**src/hw/sar_adc_pkg.sv**
```systemverilog
// Purpose: Shared constants for the converter sequencer
// Assumes: One 50 MHz clock, 16-bit register port
// Notes:   Offsets are word indexes on the plain register port
package sar_adc_pkg;

  // ------------------------------------------------------------
  // Register offsets
  // ------------------------------------------------------------
  localparam logic [3:0] OFF_CTRL1 = 4'h0;
  localparam logic [3:0] OFF_CTRL2 = 4'h1;
  localparam logic [3:0] OFF_RESULT = 4'h2;
  localparam logic [3:0] OFF_CHSEL = 4'h3;
  localparam logic [3:0] OFF_SAMPT = 4'h4;
  localparam logic [3:0] OFF_ISTAT = 4'h5;
  localparam logic [3:0] OFF_IMASK = 4'h6;
  localparam logic [3:0] OFF_DMAADR = 4'h7;

  // ------------------------------------------------------------
  // Control one and control two field positions
  // ------------------------------------------------------------
  localparam int BIT_ON = 15;
  localparam int BIT_IDLE = 13;
  localparam int BIT_BORDER = 12;
  localparam int BIT_RES = 10;
  localparam int BIT_FORM = 8;
  localparam int BIT_SRC = 5;
  localparam int BIT_SAMPLE_CONTROL = 1;
  localparam int BIT_DONE = 0;
  localparam int BIT_SMPI = 2;
  localparam logic [15:0] CTRL1_RST = 16'h0000;
  localparam logic [15:0] CTRL1_WMASK = 16'hb7e0;
  localparam logic [15:0] CTRL2_WMASK = 16'h003c;

  // ------------------------------------------------------------
  // Trigger sources
  // ------------------------------------------------------------
  localparam logic [2:0] SRC_MANUAL = 3'h0;
  localparam logic [2:0] SRC_EXTPIN = 3'h1;
  localparam logic [2:0] SRC_TMR3 = 3'h2;
  localparam logic [2:0] SRC_TMR5 = 3'h4;
  localparam logic [2:0] SRC_AUTO = 3'h7;

  // ------------------------------------------------------------
  // Timing
  // ------------------------------------------------------------
  localparam int CLK_MHZ = 50;
  localparam int RATE10_KSPS = 1100;
  localparam int RATE12_KSPS = 500;
  localparam int CYC10 = (CLK_MHZ * 1000 + RATE10_KSPS - 1) / RATE10_KSPS;
  localparam int CYC12 = (CLK_MHZ * 1000 + RATE12_KSPS - 1) / RATE12_KSPS;
  localparam int NUM_INPUTS = 13;
  localparam logic [7:0] SAMPT_RST = 8'h04;

  typedef enum logic [1:0] {ST_OFF, ST_SAMPLE, ST_CONVERT, ST_WRITE} seq_t;

endpackage : sar_adc_pkg

```
**src/hw/sar_result_format.sv**
```systemverilog
// Purpose: Formats a raw result into the 16-bit output word
// Assumes: Raw result is right aligned
// Notes:   Reserved codes give zero
`timescale 1ns/1ps
module sar_result_format (
  input  wire logic [11:0] rawData,  // Raw conversion result
  input  wire logic        res12,    // 12-bit mode
  input  wire logic [1:0]  form,     // Output format code
  output      logic [15:0] dout      // Formatted word
);
  // Zero extend or fill with inverse of top bit
  always_comb begin
    dout = 16'h0000;
    if (res12) begin
      if (form == 2'h0) dout = {4'h0, rawData};                    // RULE13
      else if (form == 2'h1) dout = {{4{~rawData[11]}}, rawData};  // RULE13
    end else begin
      if (form == 2'h0) dout = {6'h00, rawData[9:0]};              // RULE12
      else if (form == 2'h1) dout = {{6{~rawData[9]}}, rawData[9:0]}; // RULE12
    end
  end
endmodule : sar_result_format

```
**src/hw/sar_adc_sequencer.sv**
```systemverilog
// Function
// RULE1 - resolution bit picks 10-bit/4ch or 12-bit/1ch
// RULE2 - software turns converter off before resolution change
// RULE3 - 10-bit samples four inputs, 1.1 Msps
// RULE4 - 12-bit samples one channel, 500 ksps
// RULE5 - input select covers inputs zero to twelve
// RULE6 - DMA request whenever done flag sets
// RULE7 - increment-rate field sets pointer advance
// RULE8 - order bit one: conversion-order address
// RULE9 - order bit zero: scatter/gather address
// RULE10 - bit 15 turns converter on
// RULE11 - bit 13 halts converter in idle
// RULE12 - 10-bit output formats
// RULE13 - 12-bit output formats
// RULE14 - auto counter and timer compare triggers
// RULE15 - external pin or sample clear triggers
// RULE16 - software may only clear done flag
// RULE17 - software configures before turning converter on
// RULE18 - done sets after write, clears on sampling
// Purpose: Control of a successive-approximation converter
// Assumes: Analog core converts on convStart, returns anaValid
// Notes:   Register port reads answer one cycle later
`timescale 1ns/1ps
module sar_adc_sequencer
  import sar_adc_pkg::*;
#(
  parameter int DMA_BUF_LOG2 = 2  // Words per input in scatter mode, log2
) (
  input  wire logic        mclk,       // 50 MHz clock
  input  wire logic        srst,       // Sync reset, high
  input  wire logic [3:0]  regAddr,    // Register index
  input  wire logic [15:0] regWdata,   // Write data
  input  wire logic        regWr,      // Write strobe
  input  wire logic        regRd,      // Read strobe
  output      logic [15:0] regRdata_ff, // Read data
  input  wire logic        idleMode,   // Device in idle
  input  wire logic        extIrqPin,  // External pin zero
  input  wire logic        tmr3Match,  // General timer three compare
  input  wire logic        tmr5Match,  // Fifth timer compare
  input  wire logic [11:0] anaData,    // Analog core result
  input  wire logic        anaValid,   // Analog core done pulse
  output      logic        convStart_ff, // Start conversion pulse
  output      logic        sampleEn_ff,  // Sample/hold tracking
  output      logic [3:0]  shMask_ff,    // Sample/hold channels used
  output      logic [3:0]  anaCh_ff,     // Analog input index
  output      logic        dmaReq_ff,    // DMA request pulse
  output      logic [15:0] dmaAddr_ff,   // DMA buffer address
  output      logic [15:0] dmaData_ff,   // Formatted result
  output      logic        irq_ff        // Interrupt level
);

  initial begin
    if (DMA_BUF_LOG2 < 0 || DMA_BUF_LOG2 > 7) $error("DMA_BUF_LOG2 out of range");
  end

  // ------------------------------------------------------------
  // Registers and state
  // ------------------------------------------------------------
  logic [15:0] ctrl1_ff;
  logic [15:0] ctrl2_ff;
  logic [3:0]  chSel_ff;
  logic [7:0]  sampT_ff;
  logic [1:0]  iStat_ff;
  logic [1:0]  iMask_ff;
  logic [15:0] result_ff;
  seq_t        state_ff;
  logic [7:0]  cnt_ff;
  logic [3:0]  smpCnt_ff;
  logic [3:0]  wrPtr_ff;
  logic [1:0]  shIdx_ff;
  logic [2:0]  pinSync_ff;
  logic        pinPrev_ff;
  logic        res12Lat_ff;

  // ------------------------------------------------------------
  // Decoding
  // ------------------------------------------------------------
  wire        convOn   = ctrl1_ff[BIT_ON];                            // RULE10
  wire        halted   = ctrl1_ff[BIT_IDLE] & idleMode;               // RULE11
  wire        running  = convOn & ~halted;
  wire        res12    = ctrl1_ff[BIT_RES];                           // RULE1
  wire [1:0]  form     = ctrl1_ff[BIT_FORM +: 2];
  wire [2:0]  src      = ctrl1_ff[BIT_SRC +: 3];
  wire        order    = ctrl1_ff[BIT_BORDER];
  wire [3:0]  smpi     = ctrl2_ff[BIT_SMPI +: 4];                     // RULE7
  wire        wrCtrl1  = regWr & (regAddr == OFF_CTRL1);
  wire        wrCtrl2  = regWr & (regAddr == OFF_CTRL2);
  wire        wrChSel  = regWr & (regAddr == OFF_CHSEL);
  wire        wrSampT  = regWr & (regAddr == OFF_SAMPT);
  wire        wrIStat  = regWr & (regAddr == OFF_ISTAT);
  wire        wrIMask  = regWr & (regAddr == OFF_IMASK);
  wire        pinStable = (pinSync_ff[2] == pinSync_ff[1]);
  wire        pinRise  = pinStable & pinSync_ff[2] & ~pinPrev_ff;
  wire        sampBit  = ctrl1_ff[BIT_SAMPLE_CONTROL];
  wire        swClrSamp = wrCtrl1 & sampBit & ~regWdata[BIT_SAMPLE_CONTROL];
  wire        swSetSamp = wrCtrl1 & regWdata[BIT_SAMPLE_CONTROL];
  wire [7:0]  convCyc  = res12 ? 8'(CYC12) : 8'(CYC10);               // RULE3 RULE4
  wire [3:0]  chLimit  = (chSel_ff > 4'(NUM_INPUTS - 1)) ? 4'(NUM_INPUTS - 1) : chSel_ff;
  wire [15:0] fmtData;

  // Trigger that ends sampling
  logic trig;
  always_comb begin
    unique case (src)
      SRC_AUTO:   trig = (cnt_ff == 8'h00);                           // RULE14
      SRC_TMR5:   trig = tmr5Match;                                   // RULE14
      SRC_TMR3:   trig = tmr3Match;                                   // RULE14
      SRC_EXTPIN: trig = pinRise;                                     // RULE15
      SRC_MANUAL: trig = swClrSamp;                                   // RULE15
      default:    trig = 1'b0;
    endcase
  end

  // Scatter/gather or conversion-order address
  function automatic logic [15:0] bufAddr(input logic ord, input logic [3:0] ch,
                                          input logic [3:0] ptr);
    logic [15:0] a;
    a = 16'h0000;
    if (ord) a = {12'h000, ptr};                                      // RULE8
    else a = 16'((32'(ch) << DMA_BUF_LOG2) + 32'(ptr) % (1 << DMA_BUF_LOG2)); // RULE9
    return a;
  endfunction : bufAddr

  wire [3:0]  curCh    = res12 ? chLimit : 4'(chLimit + {2'h0, shIdx_ff}); // RULE5
  wire [3:0]  curChLim = (curCh > 4'(NUM_INPUTS - 1)) ? 4'(NUM_INPUTS - 1) : curCh;
  wire [15:0] nxtAddr  = bufAddr(order, curChLim, wrPtr_ff);
  wire        lastSh   = res12 | (shIdx_ff == 2'h3);

  sar_result_format u_fmt (
    .rawData (anaData),
    .res12   (res12Lat_ff),
    .form    (form),
    .dout    (fmtData)
  );

  // ------------------------------------------------------------
  // Pin synchroniser
  // ------------------------------------------------------------
  always_ff @(posedge mclk) begin
    if (srst) begin
      pinSync_ff <= 3'h0;
      pinPrev_ff <= 1'b0;
    end else begin
      pinSync_ff <= {pinSync_ff[1:0], extIrqPin};
      if (pinStable) pinPrev_ff <= pinSync_ff[2];
    end
  end

  // ------------------------------------------------------------
  // Sequencer
  // ------------------------------------------------------------
  seq_t       nxt_state;
  logic       doneSet;
  always_comb begin
    nxt_state = state_ff;
    doneSet = 1'b0;
    unique case (state_ff)
      ST_OFF:     if (running && (swSetSamp || sampBit)) nxt_state = ST_SAMPLE;
      ST_SAMPLE:  if (!running) nxt_state = ST_OFF;
                  else if (trig) nxt_state = ST_CONVERT;
      ST_CONVERT: if (!running) nxt_state = ST_OFF;
                  else if (anaValid || cnt_ff == 8'h00) nxt_state = ST_WRITE;
      ST_WRITE: begin
        nxt_state = lastSh ? ST_OFF : ST_CONVERT;
        doneSet = lastSh;
      end
    endcase
  end

  // State, counters and analog handshake
  always_ff @(posedge mclk) begin
    if (srst) begin
      state_ff     <= ST_OFF;
      cnt_ff       <= 8'h00;
      shIdx_ff     <= 2'h0;
      convStart_ff <= 1'b0;
      sampleEn_ff  <= 1'b0;
      shMask_ff    <= 4'h0;
      anaCh_ff     <= 4'h0;
      res12Lat_ff  <= 1'b0;
    end else begin
      state_ff     <= nxt_state;
      convStart_ff <= (nxt_state == ST_CONVERT) && (state_ff != ST_CONVERT);
      sampleEn_ff  <= (nxt_state == ST_SAMPLE);
      shMask_ff    <= !convOn ? 4'h0 : (res12 ? 4'h1 : 4'hf);         // RULE1 RULE3 RULE4
      anaCh_ff     <= curChLim;
      res12Lat_ff  <= res12;
      if (nxt_state == ST_SAMPLE && state_ff != ST_SAMPLE) cnt_ff <= sampT_ff;
      else if (nxt_state == ST_CONVERT && state_ff != ST_CONVERT) cnt_ff <= convCyc;
      else if (cnt_ff != 8'h00) cnt_ff <= cnt_ff - 8'h01;
      if (state_ff == ST_WRITE) shIdx_ff <= lastSh ? 2'h0 : 2'(shIdx_ff + 2'h1);
      else if (state_ff == ST_OFF) shIdx_ff <= 2'h0;
    end
  end

  // Result capture and DMA output
  always_ff @(posedge mclk) begin
    if (srst) begin
      result_ff  <= 16'h0000;
      dmaData_ff <= 16'h0000;
      dmaAddr_ff <= 16'h0000;
      dmaReq_ff  <= 1'b0;
      wrPtr_ff   <= 4'h0;
      smpCnt_ff  <= 4'h0;
    end else begin
      dmaReq_ff <= doneSet;                                           // RULE6
      if (state_ff == ST_CONVERT && nxt_state == ST_WRITE) begin
        result_ff  <= fmtData;
        dmaData_ff <= fmtData;
        dmaAddr_ff <= nxtAddr;                                        // RULE8 RULE9
      end
      if (!convOn) begin
        wrPtr_ff  <= 4'h0;
        smpCnt_ff <= 4'h0;
      end else if (doneSet) begin
        if (smpCnt_ff == smpi) begin                                  // RULE7
          smpCnt_ff <= 4'h0;
          wrPtr_ff  <= 4'(wrPtr_ff + 4'h1);
        end else begin
          smpCnt_ff <= 4'(smpCnt_ff + 4'h1);
        end
      end
    end
  end

  // ------------------------------------------------------------
  // Control registers; hardware owns sample and done bits
  // ------------------------------------------------------------
  logic [15:0] nxt_ctrl1;
  always_comb begin
    nxt_ctrl1 = ctrl1_ff;
    if (wrCtrl1) nxt_ctrl1 = (ctrl1_ff & ~CTRL1_WMASK) | (regWdata & CTRL1_WMASK); // RULE10
    if (wrCtrl1 && !regWdata[BIT_DONE]) nxt_ctrl1[BIT_DONE] = 1'b0;                // RULE16
    if (wrCtrl1) nxt_ctrl1[BIT_SAMPLE_CONTROL] = regWdata[BIT_SAMPLE_CONTROL];
    if (nxt_state == ST_SAMPLE && state_ff != ST_SAMPLE) begin
      nxt_ctrl1[BIT_SAMPLE_CONTROL] = 1'b1;
      nxt_ctrl1[BIT_DONE] = 1'b0;                                     // RULE18
    end
    if (state_ff == ST_SAMPLE && nxt_state != ST_SAMPLE) nxt_ctrl1[BIT_SAMPLE_CONTROL] = 1'b0;
    if (doneSet) nxt_ctrl1[BIT_DONE] = 1'b1;                          // RULE16 RULE18
    // Sample request may arrive in the same write that turns the converter on
    if (!nxt_ctrl1[BIT_ON]) nxt_ctrl1[BIT_SAMPLE_CONTROL] = 1'b0;
  end

  // Register writes
  always_ff @(posedge mclk) begin
    if (srst) begin
      ctrl1_ff <= CTRL1_RST;
      ctrl2_ff <= 16'h0000;
      chSel_ff <= 4'h0;
      sampT_ff <= SAMPT_RST;
      iMask_ff <= 2'h0;
    end else begin
      ctrl1_ff <= nxt_ctrl1;
      if (wrCtrl2) ctrl2_ff <= regWdata & CTRL2_WMASK;
      if (wrChSel) chSel_ff <= regWdata[3:0];
      if (wrSampT) sampT_ff <= regWdata[7:0];
      if (wrIMask) iMask_ff <= regWdata[1:0];
    end
  end

  // ------------------------------------------------------------
  // Interrupt status: set wins over write-one-to-clear
  // ------------------------------------------------------------
  wire [1:0] evt = {state_ff == ST_CONVERT && nxt_state == ST_WRITE, doneSet};
  always_ff @(posedge mclk) begin
    if (srst) begin
      iStat_ff <= 2'h0;
      irq_ff   <= 1'b0;
    end else begin
      iStat_ff <= (iStat_ff & ~(wrIStat ? regWdata[1:0] : 2'h0)) | evt;
      irq_ff   <= |(((iStat_ff & ~(wrIStat ? regWdata[1:0] : 2'h0)) | evt) & iMask_ff);
    end
  end

  // ------------------------------------------------------------
  // Read port
  // ------------------------------------------------------------
  logic [15:0] rdMux;
  always_comb begin
    unique case (regAddr)
      OFF_CTRL1:  rdMux = ctrl1_ff;
      OFF_CTRL2:  rdMux = ctrl2_ff;
      OFF_RESULT: rdMux = result_ff;
      OFF_CHSEL:  rdMux = {12'h000, chSel_ff};
      OFF_SAMPT:  rdMux = {8'h00, sampT_ff};
      OFF_ISTAT:  rdMux = {14'h0000, iStat_ff};
      OFF_IMASK:  rdMux = {14'h0000, iMask_ff};
      OFF_DMAADR: rdMux = dmaAddr_ff;
      default:    rdMux = 16'h0000;
    endcase
  end

  always_ff @(posedge mclk) begin
    if (srst) regRdata_ff <= 16'h0000;
    else regRdata_ff <= regRd ? rdMux : 16'h0000;
  end

endmodule : sar_adc_sequencer

```
**config.mk**
```make
export PLATFORM = sky130hd
export DESIGN_NAME = sar_adc_sequencer
export DESIGN_NICKNAME = d
export VERILOG_FILES = /design/src/hw/sar_adc_pkg.sv /design/src/hw/sar_result_format.sv /design/src/hw/sar_adc_sequencer.sv
export SDC_FILE = /design/constraint.sdc
export NUM_CORES = 1
export LEC_CHECK = 0
export ABC_AREA = 1
export BUFFER_PORTS_ARGS = -buffer_cell sky130_fd_sc_hd__buf_2
export CAP_MARGIN = 15
export CORE_MARGIN = 10
export CORE_UTILIZATION = 55
export CTS_CLUSTER_SIZE = 8
export DETAILED_ROUTE_END_ITERATION = 8
export GPL_TIMING_DRIVEN = 0
export PLACE_DENSITY_LB_ADDON = 0.12
export SLEW_MARGIN = 20
export SYNTH_ARGS = -nofsm -noshare
export SYNTH_HDL_FRONTEND = slang
export SYNTH_SLANG_ARGS = --single-unit
```
**constraint.sdc**
```tcl
create_clock -name mclk -period 6 [get_ports mclk]
set_input_delay 0.6 -clock mclk [delete_from_list [all_inputs] [get_ports mclk]]
set_output_delay 0.6 -clock mclk [all_outputs]
set_load 0.1 [all_outputs]
```
Word level (Yosys, flattened, before mapping)
Index checks and enable logic that the tools add are counted.
{ "word_totals": {"register_bits": 121, "input_bits": 41, "output_inout_bits": 60, "wordCells": 143} }
{ "classes": {"add_sub_neg": 6, "order_cmp": 2, "n_eq_ne": 24, "mux": 34, "bitwise": 27, "n_reduce_logical": 24} }
{ "ops": {"columns": ["op", "n"], "rows": [
  ["case mux 16 bit (8 select lines)", 1],
  ["2-to-1 mux 16 bit", 6],
  ["2-to-1 mux 8 bit", 3],
  ["2-to-1 mux 2 bit", 11],
  ["2-to-1 mux 4 bit", 5],
  ["== test 4 x 3 -> 1 bit (second input constant)", 4],
  ["bitwise OR 15 x 16 -> 16 bit", 1],
  ["2-to-1 mux 7 bit", 2],
  ["bitwise AND 1 bit", 13],
  ["== test 2 bit (second input constant)", 5],
  ["adder 4 x 1 -> 4 bit (second input constant)", 2],
  ["== test 4 x 2 -> 1 bit (second input constant)", 2],
  ["greater-than comparator 4 bit (second input constant)", 2],
  ["zero test 8 bit", 1],
  ["NOT 1 bit", 8],
  ["case mux 2 bit (4 select lines)", 1],
  ["nonzero test 8 bit", 1],
  ["subtractor 8 x 1 -> 8 bit (second input constant)", 1],
  ["adder 6 x 2 -> 7 bit", 1],
  ["== test 2 x 1 -> 1 bit (second input constant)", 3],
  ["== test 3 bit (second input constant)", 2],
  ["logical AND 1 bit", 6],
  ["OR reduction 2 bit", 3],
  ["case mux 1 bit (5 select lines)", 1],
  ["other kinds (24)", 32]
]} }

Logic depth before layout (Yosys ltp)
Gate-level depths: netlist of the first run.
{ "depth": {"ltp_word": 13, "depth_mapped": 18, "ltp_nobuf": 18} }

Cells and area by module
Synthesis of the first run repeated with hierarchy kept, for this count alone.
{ "unflattened": {"hier_cells": 653, "hier_area_um2": 4830.9} }
{ "modules_own_cells": {"columns": ["module", "n_inst", "cells_per_inst", "area_each_um2", "seq_area_each_um2"], "rows": [
  ["sar_adc_sequencer", 1, 616, 4670.7, 2082.0],
  ["sar_result_format", 1, 37, 160.2, 0.0]
]} }

Worst setup path after synthesis of the first run
Ideal clock, no wire load.
{ "synth_timing": {"kind": "in2reg", "startpoint": "input regAddr[3]", "endpoint": "register result_ff[7]", "setup_time_ns": 0.132, "arrival_time_ns": 1.995, "t_required_ns": 5.868, "slack_ns": 3.873, "cell_stages": 15, "n_path_buf": 1, "cell_sequence": "nor2_1 > nand3_1 > o21bai_1 > nand2_1 > nand2_1 > nand2_1 > nand2_1 > nand3_1 > nand3_1 > nand2_4 > nor2_8 > inv_2 > buf_6 > nand2_1 > a21oi_1"} }
{ "synth_between": {"elab_chain_cells": 10, "elab_cells_between_ends": 14, "classes_between": "1 x eq/ne; 5 x mux; 4 x bitwise; 4 x reduce/logical"} }
{ "synth_rtl": {"columns": ["item", "line", "source"], "rows": [
  ["start: declaration", "sar_adc_sequencer.sv:31", "input wire logic [3:0] regAddr,"],
  ["zero test 4 bit (*)", "sar_adc_sequencer.sv:86", "wire wrCtrl1 = regWr & (regAddr == OFF_CTRL1);"],
  ["bitwise AND 1 bit (*)", "sar_adc_sequencer.sv:86", null],
  ["bitwise AND 1 bit (2 in a row)", "sar_adc_sequencer.sv:95", "wire swClrSamp = wrCtrl1 & sampBit & ~regWdata[BIT_SAMPLE_CONTROL];"],
  ["case mux 1 bit (5 select lines)", "sar_adc_sequencer.sv:104", "unique case (src)"],
  ["2-to-1 mux 2 bit", "sar_adc_sequencer.sv:160", "else if (trig) nxt_state = ST_CONVERT;"],
  ["2-to-1 mux 2 bit", "sar_adc_sequencer.sv:159", "ST_SAMPLE: if (!running) nxt_state = ST_OFF;"],
  ["case mux 2 bit (4 select lines) (*)", "sar_adc_sequencer.sv:157", "unique case (state_ff)"],
  ["== test 2 bit (*)", "sar_adc_sequencer.sv:207", "if (state_ff == ST_CONVERT && nxt_state == ST_WRITE) begin"],
  ["logical AND 1 bit (*)", "sar_adc_sequencer.sv:207", null],
  ["end signal: assignment", "sar_adc_sequencer.sv:208", "result_ff <= fmtData;"],
  ["end: declaration", "sar_adc_sequencer.sv:65", "logic [15:0] result_ff;"]
]} }
Mark *: on every way between the ends. The rest lies on a longest branch, timed or not.
A chain may end at the register's enable or synchronous reset.

Worst setup path after layout of the first run
{ "layout_timing": {"startpoint": "input regAddr[3]", "endpoint": "register result_ff[14]"} }
Same word-level chain as after synthesis.

==> impl_metrics.tcl, run 1 <==
set metrics [dict create \
    setup_total_negative_slack_ns 0 \
    finalPower_mw 1.47 \
    ctsHtreeMaxLevel 3 \
    routed_wl_um 13600 \
    io_buffers 87 \
    ys.flop_type "dfxtp_1" \
    synth_area_um2 4640 \
    clock_skew_ns 0.0109 \
    initial_utilization_pct 56.5 \
    layout_commonest_cell "nand2_1" \
    worst_pin_slew_ns 0.792 \
    setup_violations 0 \
    grt_pass1_wl_um 22000 \
    gp_congestion 0.937 \
    drt-vias-per-instance 5.39 \
    worstSetupStartpointType "input pin" \
    post_drt_wl_per_cell_um 16.4 \
    fp.dieH_um 112 \
    timing.final.crit_period_ns 2.47 \
    power_density_nw_per_um2 272 \
    rows 33 \
    period_share_pct 41.1 \
    hold_start "pinSync_ff[0]" \
    arrival_ns 2.73 \
    final_cell_mix "nand2_1, dfxtp_1, buf_2, inv_1, nor2_1" \
    rsz0062_at_grt "false" \
    max-cap-violations 0 \
    status "complete, no violations" \
    ys_warn_count 0 \
    hold_violations 0 \
    area_growth_pct 16.9 \
    cts_root_buffer "clkbuf_8" \
    max_stage_delay_ns 0.30 \
    antennaDiodeCount 0 \
    cts_tree "done" \
    synth_edf_count 0 \
    ios 101 \
    hold_buffers 0 \
    seq_area_frac_synth_pct 43.5 \
    min_to "pinSync_ff[1]" \
    dr_total_vias 4484 \
    detail_route.drc_violations 0 \
    crit_buf_inv 3 \
    dieArea_um2 12500 \
    cts_sinks 101 \
    cts_setup_buffers 0 \
    dpl.hpwl_um 10700 \
    cts_buffers 9 \
    drv_slew 0 \
    grt_max_degree 18 \
    drive_above_1_share_pct 19.8 \
    cts_resized 0 \
    relSlewSlack_pct 46.8 \
    irDropWorstVdd_v 0.000166 \
    critPathTopFamily "simple AND/OR/NAND/NOR gates" \
    ys_ff_latch 101 \
    reg2reg_to "result_ff[14]" \
    cp_cell_sequence "buf_2 > nor2_1 > nand3_1 > o21ai_1 > nand2_1 > nand2_1 > nand2_1 > nand2_4 > nand2_4 > nor2_8 > inv_2 > buf_6 > nor2_1 > nor2_1" \
    fillCellCount 764 \
    p_leak_nw 2.47 \
    grt_usage_pct 21.2 \
    rr_worst_depth 18 \
    fmax_mhz 406 \
    grt.overflow.total 0 \
    holdCritPathClass "reg2reg" \
    dieWidth_um 112 \
    critPathKind "in2reg" \
    grt_pass1_vias 4390 \
    async_flop_share_pct 0 \
    core_area_um2 8220 \
    clk_pin_slew_ns 0.10 \
    drtIter0Drc 403 \
    slowest_stage "o21ai_1" \
    antenna_found_initial 0 \
    path_max_fanout 10 \
    endpoint_kind "flop" \
    nNetsFinal 775 \
    cp.required_ns 6.27 \
    dr.pass1.iters 6 \
    timing.reg2reg.setup_slack_ns 3.59 \
    fin_util_pct 66.1 \
    synth_cell_types 44 \
    min_path_cells 2 \
    drtAntennaViolNets 0 \
    avgSynthCellArea_um2 7.55 \
    clock_latency_ns 0.37 \
    clk_path_buf_depth 2 \
    syn_inst 615 \
    reg2reg_from "cnt_ff[0]" \
]
==> worst register-to-register path: stages, from the launching register on <==
cell and delay [ns]:
dfxtp_1 0.32, inv_1 0.09, ha_1 0.21, nand2_1 0.15, nor2_4 0.14, nand3_2 0.11
nand2_1 0.08, nand2_1 0.04, nand2_1 0.05, nand2_1 0.05, nand2_1 0.08, nand2_2 0.09
nand2_4 0.12, nand2_4 0.07, nor2_8 0.21, inv_2 0.14, buf_6 0.18, nor2_1 0.13
nor2_1 0.06
==> layer usage <==
metal,global-route usage (%),share of wire [%]
met1,25.7,41
met4,6.68,2.0
met2,36.1,49
met3,5.10,8.1
met5,0,0
==> kinds of logic (layout without fill, tap and decap cells) <==
group | Yosys count | count (layout) | synth area share, %
buffers and inverters | 119 | 222 | 11.2
adder cells (fa/ha/maj) | 12 | 12 | 3.39
AO/OA/AOI/OAI | 135 | 135 | 16.6
flip-flops | 101 | 101 | 43.5
AND/OR/NAND/NOR | 236 | 236 | 23.1
XOR/XNOR | 11 | 11 | 2.07
other | 1 | 10 | 0.0807
==> cells in the mapped netlist (11+ instances only) <==
master | count | area share (%)
nand2_1 | 102 | 8.2
dfxtp_1 | 101 | 44
inv_1 | 82 | 6.6
nor2_1 | 59 | 4.8
a21oi_1 | 56 | 6.0
o21ai_0 | 34 | 3.7
nand3_1 | 32 | 3.4
buf_4 | 16 | 2.6
clkbuf_1 | 14 | 1.1
o21ai_1 | 14 | 1.5
nand4_1 | 13 | 1.8
ha_1 | 11 | 3.0
==> worst max path at each step <==
stage / slack [ns] / end / depth (start not counted) / startpoint
final: 3.53 / result_ff[14] / 14 / regAddr[3]
after global placement: 3.29 / result_ff[14] / 14 / regAddr[3]
after floorplan: 3.87 / result_ff[7] / 15 / regAddr[3]
after detailed placement: 3.24 / result_ff[14] / 16 / regAddr[3]
after CTS: 3.62 / result_ff[14] / 16 / regAddr[3]
after global routing: 3.30 / result_ff[14] / 16 / regAddr[3]
==> final cells by class <==
type                            instances  area (um2)  area share (%)
Multi-Input combinational cell        404        2130            39.3
Clock inverter                          5        43.8           0.806
Sequential cell                       101        2020            37.2
Inverter                               86         323            5.94
Buffer                                 33         199            3.66
Clock buffer                           11         141            2.60
Timing Repair Buffer                   87         435            8.02
Tap cell                              105         131            2.42
==> sequential cells by signal, indices dropped and copies added, names as in the netlist, 3 cells and up <==
register and count:
ctrl1_ff 11, chSel_ff 4, smpCnt_ff 4, cnt_ff 8
dmaAddr_ff 6, sampT_ff 8, regRdata_ff 16, anaCh_ff 4
result_ff 13, wrPtr_ff 4, ctrl2_ff 4, pinSync_ff 3
==> per-stage QoR <==
| stage | instance area [um2] | worst slack, ns | instances | hold slack [ns] |
|---|---|---|---|---|
| after floorplan | 4680 | 3.87 | 624 | 0.388 |
| after global placement | 5250 | 3.29 | 816 | 0.409 |
| after detailed placement | 5250 | 3.24 | 816 | 0.413 |
| after CTS | 5430 | 3.62 | 832 | 0.425 |
| after global routing | 5430 | 3.30 | 832 | 0.454 |
| final | 5430 | 3.53 | 832 | 0.423 |
==> power by group <==
group	switching [mW]	total [mW]	internal, mW
sequential	0.0216	0.722	0.700
combinational	0.220	0.336	0.116
clock	0.249	0.417	0.168
(Power assumes the default switching activity.)
==> run 2, diff against run 1 <==
- CORE_UTILIZATION: 55 -> 54
- clock period: 6 -> 2.3 ns (I/O delays scaled with it)
==> impl_metrics.tcl, run 2 (same netlist as run 1, synthesis figures left out) <==
set metrics [dict create \
    drt-vias-per-instance 5.40 \
    period_share_pct 97.9 \
    holdCritPathClass "in2reg" \
    antennaDiodeCount 0 \
    clk_path_buf_depth 2 \
    initial_utilization_pct 56.0 \
    io_buffers 87 \
    ctsHtreeMaxLevel 3 \
    grt_max_degree 19 \
    setup_violations 0 \
    ios 101 \
    routed_wl_um 14200 \
    drtAntennaViolNets 0 \
    post_drt_wl_per_cell_um 16.8 \
    fmax_mhz 444 \
    cp.required_ns 2.62 \
    reg_top3 "regRdata_ff (16), result_ff (13), ctrl1_ff (11)" \
    final.setup.worst_slack_ns 0.0492 \
    largest_reg_flops 16 \
    cp_cell_sequence "inv_1 > a21oi_2 > ha_2 > inv_1 > fa_1 > nor2_1 > xor2_1 > or2_4 > o211ai_1 > o21ai_0 > o21ai_1 > a21oi_2" \
    regMostFlops "regRdata_ff" \
    endpoint_kind "flop" \
    critPathKind "reg2reg" \
    dr_total_vias 4566 \
    worst_pin_slew_ns 0.842 \
    dp_slack_ns -0.112 \
    dieArea_um2 12700 \
    drive_above_1_share_pct 23.8 \
    grt_usage_pct 21.0 \
    cts_root_buffer "clkbuf_8" \
    worstSetupStartpointType "flop" \
    grt.overflow.total 0 \
    rr_worst_depth 12 \
    clock_skew_ns 0.00990 \
    drv_slew 0 \
    nNetsFinal 788 \
    rows 33 \
    p_leak_nw 2.55 \
    layout_commonest_cell "nand2_1" \
    power_density_nw_per_um2 721 \
    path_max_fanout 2 \
    fillCellCount 704 \
    hold_buffers 0 \
    clock_latency_ns 0.38 \
    hold_violations 0 \
    final_cell_area_um2 5640 \
    detail_route.drc_violations 0 \
    max_stage_delay_ns 0.35 \
    drtIter0Drc 296 \
    relSlewSlack_pct 43.4 \
    irDropWorstVdd_v 0.000343 \
    dr.pass1.iters 8 \
    clk_pin_slew_ns 0.10 \
    gp_congestion 0.943 \
    finalPower_mw 4.06 \
    cts_buffers 9 \
    cts_sinks 101 \
    fp.dieH_um 113 \
    max-cap-violations 0 \
    area_growth_pct 21.4 \
    arrival_ns 2.57 \
    dieWidth_um 113 \
    timing.final.crit_period_ns 2.25 \
    place_area_um2 5250 \
    dpl.hpwl_um 10800 \
    final_cell_mix "nand2_1, dfxtp_1, buf_2, inv_1, nor2_1" \
    status "complete, no violations" \
    grt_pass1_wl_um 21700 \
    core_area_um2 8300 \
    hold_slack_ns 0.0507 \
    grt_pass1_vias 4295 \
    slowest_stage "fa_1" \
    antenna_found_initial 0 \
    cts_tree "done" \
    min_path_cells 3 \
]
## run 2: cell count changes in the layout (fill, tap and decap cells not counted), sizes merged
cell / previous run / this run
buf: 106 / 118
clkbuf: 25 / 23
bufinv: 0 / 1
inv: 86 / 88
clkinvlp: 2 / 1
nand2: 108 / 109
## run 2: layer usage
layer / share of wire, % / up-vias / global-route usage, %
li1: - / 2240 / -
met1: 41 / 2113 / 25.5
met2: 48 / 177 / 34.6
met3: 7.7 / 36 / 6.18
met4: 2.7 / 0 / 7.53
met5: 0 / - / 0
## run 2: power by group
group | leakage, nW | switching, mW | internal [mW]
registers | 0.818 | 0.0616 | 1.83
clock network | 0.101 | 0.672 | 0.517
logic | 1.63 | 0.619 | 0.365
total | 2.55 | 1.35 | 2.71
## run 2: stage by stage
stage	utilization [%]	TNS, ns	instances
floorplan	-	0	624
global placement	63.2	-0.126	816
detailed placement	63.2	-0.908	816
CTS	65.9	0	834
global route	67.9	-0.201	845
finish	67.9	0	845
## run 2: worst max-delay path, delay by kind of cell (launching register included)
| family | cells | cell delay [ns] |
|---|---|---|
| AOI/OAI and AO/OA | 5 | 0.66 |
| adders and majority gates | 2 | 0.56 |
| DFF | 1 | 0.34 |
| and+or+nand+nor | 2 | 0.30 |
| xor gates and xnor gates | 1 | 0.24 |
| buffers and inverters | 2 | 0.11 |
## run 2: path summary, 6_finish.rpt
kind                                    start             to  slack (ns)
worst max-delay path              chSel_ff[0]  dmaAddr_ff[3]        0.05
worst min-delay path                extIrqPin  pinSync_ff[0]        0.05
worst min register to register  pinSync_ff[0]  pinSync_ff[1]        0.42
worst max register to register    chSel_ff[0]  dmaAddr_ff[3]        0.05
## run 2: layout make-up
type	count	area [um2]	share of cell area [%]
Buffer	33	206	3.66
Inverter	86	328	5.81
Sequential cell	101	2030	35.9
Timing Repair Buffer	99	529	9.39
Multi-Input combinational cell	405	2220	39.3
Clock inverter	7	77.6	1.38
Clock buffer	9	124	2.20
Tap cell	105	131	2.33
## run 2: what timing repair did
item                       4_1_cts  5_1_grt
setup endpoints to repair       15       32
cloned                           0        1
buffers inserted                 2       10
gates resized for setup          2       29
pin swaps                        1       14
==> run 3, diff against run 2 <==
- ABC_AREA: 1 -> unset
==> impl_metrics.tcl, run 3 <==
set metrics [dict create \
    status "finished with violations" \
    violations "negative setup slack" \
    synth_top_area_cell "dfxtp_1" \
    cp_cell_sequence "inv_2 > ha_4 > nor4b_4 > buf_4 > a2111o_1 > a211oi_2 > a211oi_4 > buf_6 > nor3b_4 > or4_4 > a21oi_2" \
    fmax_mhz 380 \
    drv_slew 0 \
    antennaDiodeCount 0 \
    arrival_ns 2.94 \
    syn_inst 521 \
    fp.dieH_um 113 \
    nNetsFinal 710 \
    antenna_found_initial 0 \
    dpl.hpwl_um 10800 \
    hold_violations 0 \
    pwr-share-seq_pct 45.8 \
    core_area_um2 8260 \
    critPathKind "reg2reg" \
    synth_edf_count 0 \
    ys_ff_latch 101 \
    synth_area_um2 4630 \
    holdCritPathClass "in2reg" \
    layout_commonest_cell "dfxtp_1" \
    final_cell_area_um2 5930 \
    use_met2_pct 35.4 \
    drtAntennaViolNets 0 \
    grt_max_degree 19 \
    gp_congestion 0.913 \
    cts_root_buffer "clkbuf_8" \
    drive_above_1_share_pct 31.3 \
    timing.final.crit_period_ns 2.63 \
    relSlewSlack_pct 40.2 \
    synth_area_leaders "dfxtp_1, nor2_1, mux2i_1, nand2_1, a21oi_1" \
    avgSynthCellArea_um2 8.88 \
    switchingPower_mw 1.28 \
    power.internal_mw 2.87 \
    ios 101 \
    cp.required_ns 2.61 \
    pwr-share-comb_pct 25.6 \
    grt_use_met1_pct 27.3 \
    routed_wl_um 14800 \
    grt_pass1_vias 4244 \
    slowest_stage "or4_4" \
    io_buffers 87 \
    drt-vias-per-instance 5.67 \
    clk_pin_slew_ns 0.10 \
    place_inst 723 \
    area_growth_pct 28.3 \
    clock_latency_ns 0.38 \
    grt-busiest-layer "met2" \
    critPathTopFamily "compound AO/OA/AOI/OAI gates" \
    fin_util_pct 71.9 \
    cts_buffers 9 \
    place_area_um2 5270 \
    dieArea_um2 12700 \
    post_drt_wl_per_cell_um 19.3 \
    ctsHtreeMaxLevel 3 \
    initial_utilization_pct 56.0 \
    rsz0062_at_grt "true" \
    max-cap-violations 0 \
    p_sw_share_pct 30.9 \
    clk_path_buf_depth 2 \
    stdcell_count 767 \
    final_cell_mix "dfxtp_1, buf_2, nor2_1, nand2_1, buf_4" \
    async_flop_share_pct 0 \
    seq_area_frac_synth_pct 43.7 \
    reg_top3 "regRdata_ff (16), result_ff (13), ctrl1_ff (11)" \
    largest_reg_flops 16 \
    cts_sinks 101 \
    synth.most_common_cell "dfxtp_1" \
    p_leak_nw 2.56 \
    dp_slack_ns -0.570 \
    drtIter0Drc 306 \
    worstSetupStartpointType "flop" \
    worst_pin_slew_ns 0.897 \
    rows 33 \
    grt_use_met3_pct 4.69 \
    detail_route.drc_violations 0 \
    ys_warn_count 0 \
    max_stage_delay_ns 0.52 \
    clockPowerShare_pct 28.6 \
    cts_tree "done" \
    power_density_nw_per_um2 700 \
    synth_cell_types 67 \
    endpoint_kind "flop" \
    dieWidth_um 113 \
    fillCellCount 675 \
    path_max_fanout 7 \
    synth_top_area_share_pct 43.7 \
    dr.pass1.iters 5 \
    clock_skew_ns 0.0145 \
    setup_violations 31 \
    regMostFlops "regRdata_ff" \
    ys.flop_type "dfxtp_1" \
    grt_usage_pct 21.9 \
    irDropWorstVdd_v 0.000386 \
    crit_buf_inv 3 \
    period_share_pct 114 \
    grt.overflow.total 0 \
    final.setup.worst_slack_ns -0.333 \
    synth.cells.most_frequent "dfxtp_1, nor2_1, nand2_1, a21oi_1, nand3_1" \
    grt_pass1_wl_um 22300 \
    dr_total_vias 4349 \
]
## run 3: cell types whose count changed after synthesis, sizes merged, moves of 7 or more
cell   change
o21ai     -40
nand3      -9
nor2       +7
mux2i     +23
nand2     -55
a21oi     -20
inv       -71
nor2b     +15
nand4      -9
## run 3: area by class of cell
class | instances | area, um2 | area share [%]
clock inverter | 7 | 81.3 | 1.37
inverter | 13 | 48.8 | 0.822
sequential | 101 | 2030 | 34.2
tap | 105 | 131 | 2.21
buffer | 41 | 259 | 4.36
clock buffer | 9 | 124 | 2.09
multi-input combinational | 374 | 2540 | 42.9
timing repair buffer | 117 | 718 | 12.1
## run 3: logic make-up (layout without fill, tap and decap cells)
group,Yosys count,in the layout,share of synthesized area [%]
AND/OR/NAND/NOR,213,213,23.0
flip-flops,101,101,43.7
AO/OA/AOI/OAI,96,96,14.6
buffers and inverters,55,187,5.95
multiplexers,27,27,6.19
XOR/XNOR,16,16,3.03
adder cells (fa/ha/maj),12,12,3.41
other,1,10,0.0810
## run 3: stage by stage
step / setup TNS [ns] / hold WS [ns] / total power, mW
2_1_floorplan: -0.169 / 0.311 / 2.51
3_3_place_gp: -11.75 / 0.420 / 2.68
3_5_place_dp: -12.50 / 0.434 / 2.70
4_1_cts: -5.31 / 0.0468 / 4.00
5_1_grt: -8.92 / 0.0747 / 4.33
6_report: -5.47 / 0.0545 / 4.15
## run 3: power groups by stage
| stage | sequential, mW | clock [mW] | combinational [mW] |
|---|---|---|---|
| 2_1_floorplan | 1.92 | 0 | 0.587 |
| 3_3_place_gp | 1.93 | 0 | 0.752 |
| 3_5_place_dp | 1.94 | 0 | 0.761 |
| 4_1_cts | 1.90 | 1.20 | 0.907 |
| 5_1_grt | 1.91 | 1.27 | 1.15 |
| 6_report | 1.90 | 1.19 | 1.06 |
## run 3: layer usage
metal  routed length (um)  part of all wire (%)
met2                 7310                    49
met1                 6160                    42
met4                  449                   3.0
met3                  868                   5.9
met5                    0                     0
## run 3: final timing paths
kind | startpoint | endpoint | slack (ns) | cells past startpoint
setup / recovery | cnt_ff[1] | cnt_ff[7] | -0.33 | 11
hold / removal | extIrqPin | pinSync_ff[0] | 0.05 | 2
setup reg to reg | cnt_ff[1] | cnt_ff[7] | -0.33 | 11
hold reg to reg | pinSync_ff[0] | pinSync_ff[1] | 0.44 | 1
## run 3: worst register-to-register path, stage by stage (launching register included)
cell and delay [ns]:
dfxtp_2 0.36, inv_2 0.05, ha_4 0.15, nor4b_4 0.14, buf_4 0.14, a2111o_1 0.40
a211oi_2 0.27, a211oi_4 0.09, buf_6 0.14, nor3b_4 0.18, or4_4 0.52, a21oi_2 0.14
## run 3: repair_timing
action | in CTS | in global routing
hold buffers | 0 | 0
cloned | 0 | 2
resized for setup | 21 | 34
setup endpoints to repair | 32 | 32
pin swaps | 17 | 20
setup buffers | 16 | 11
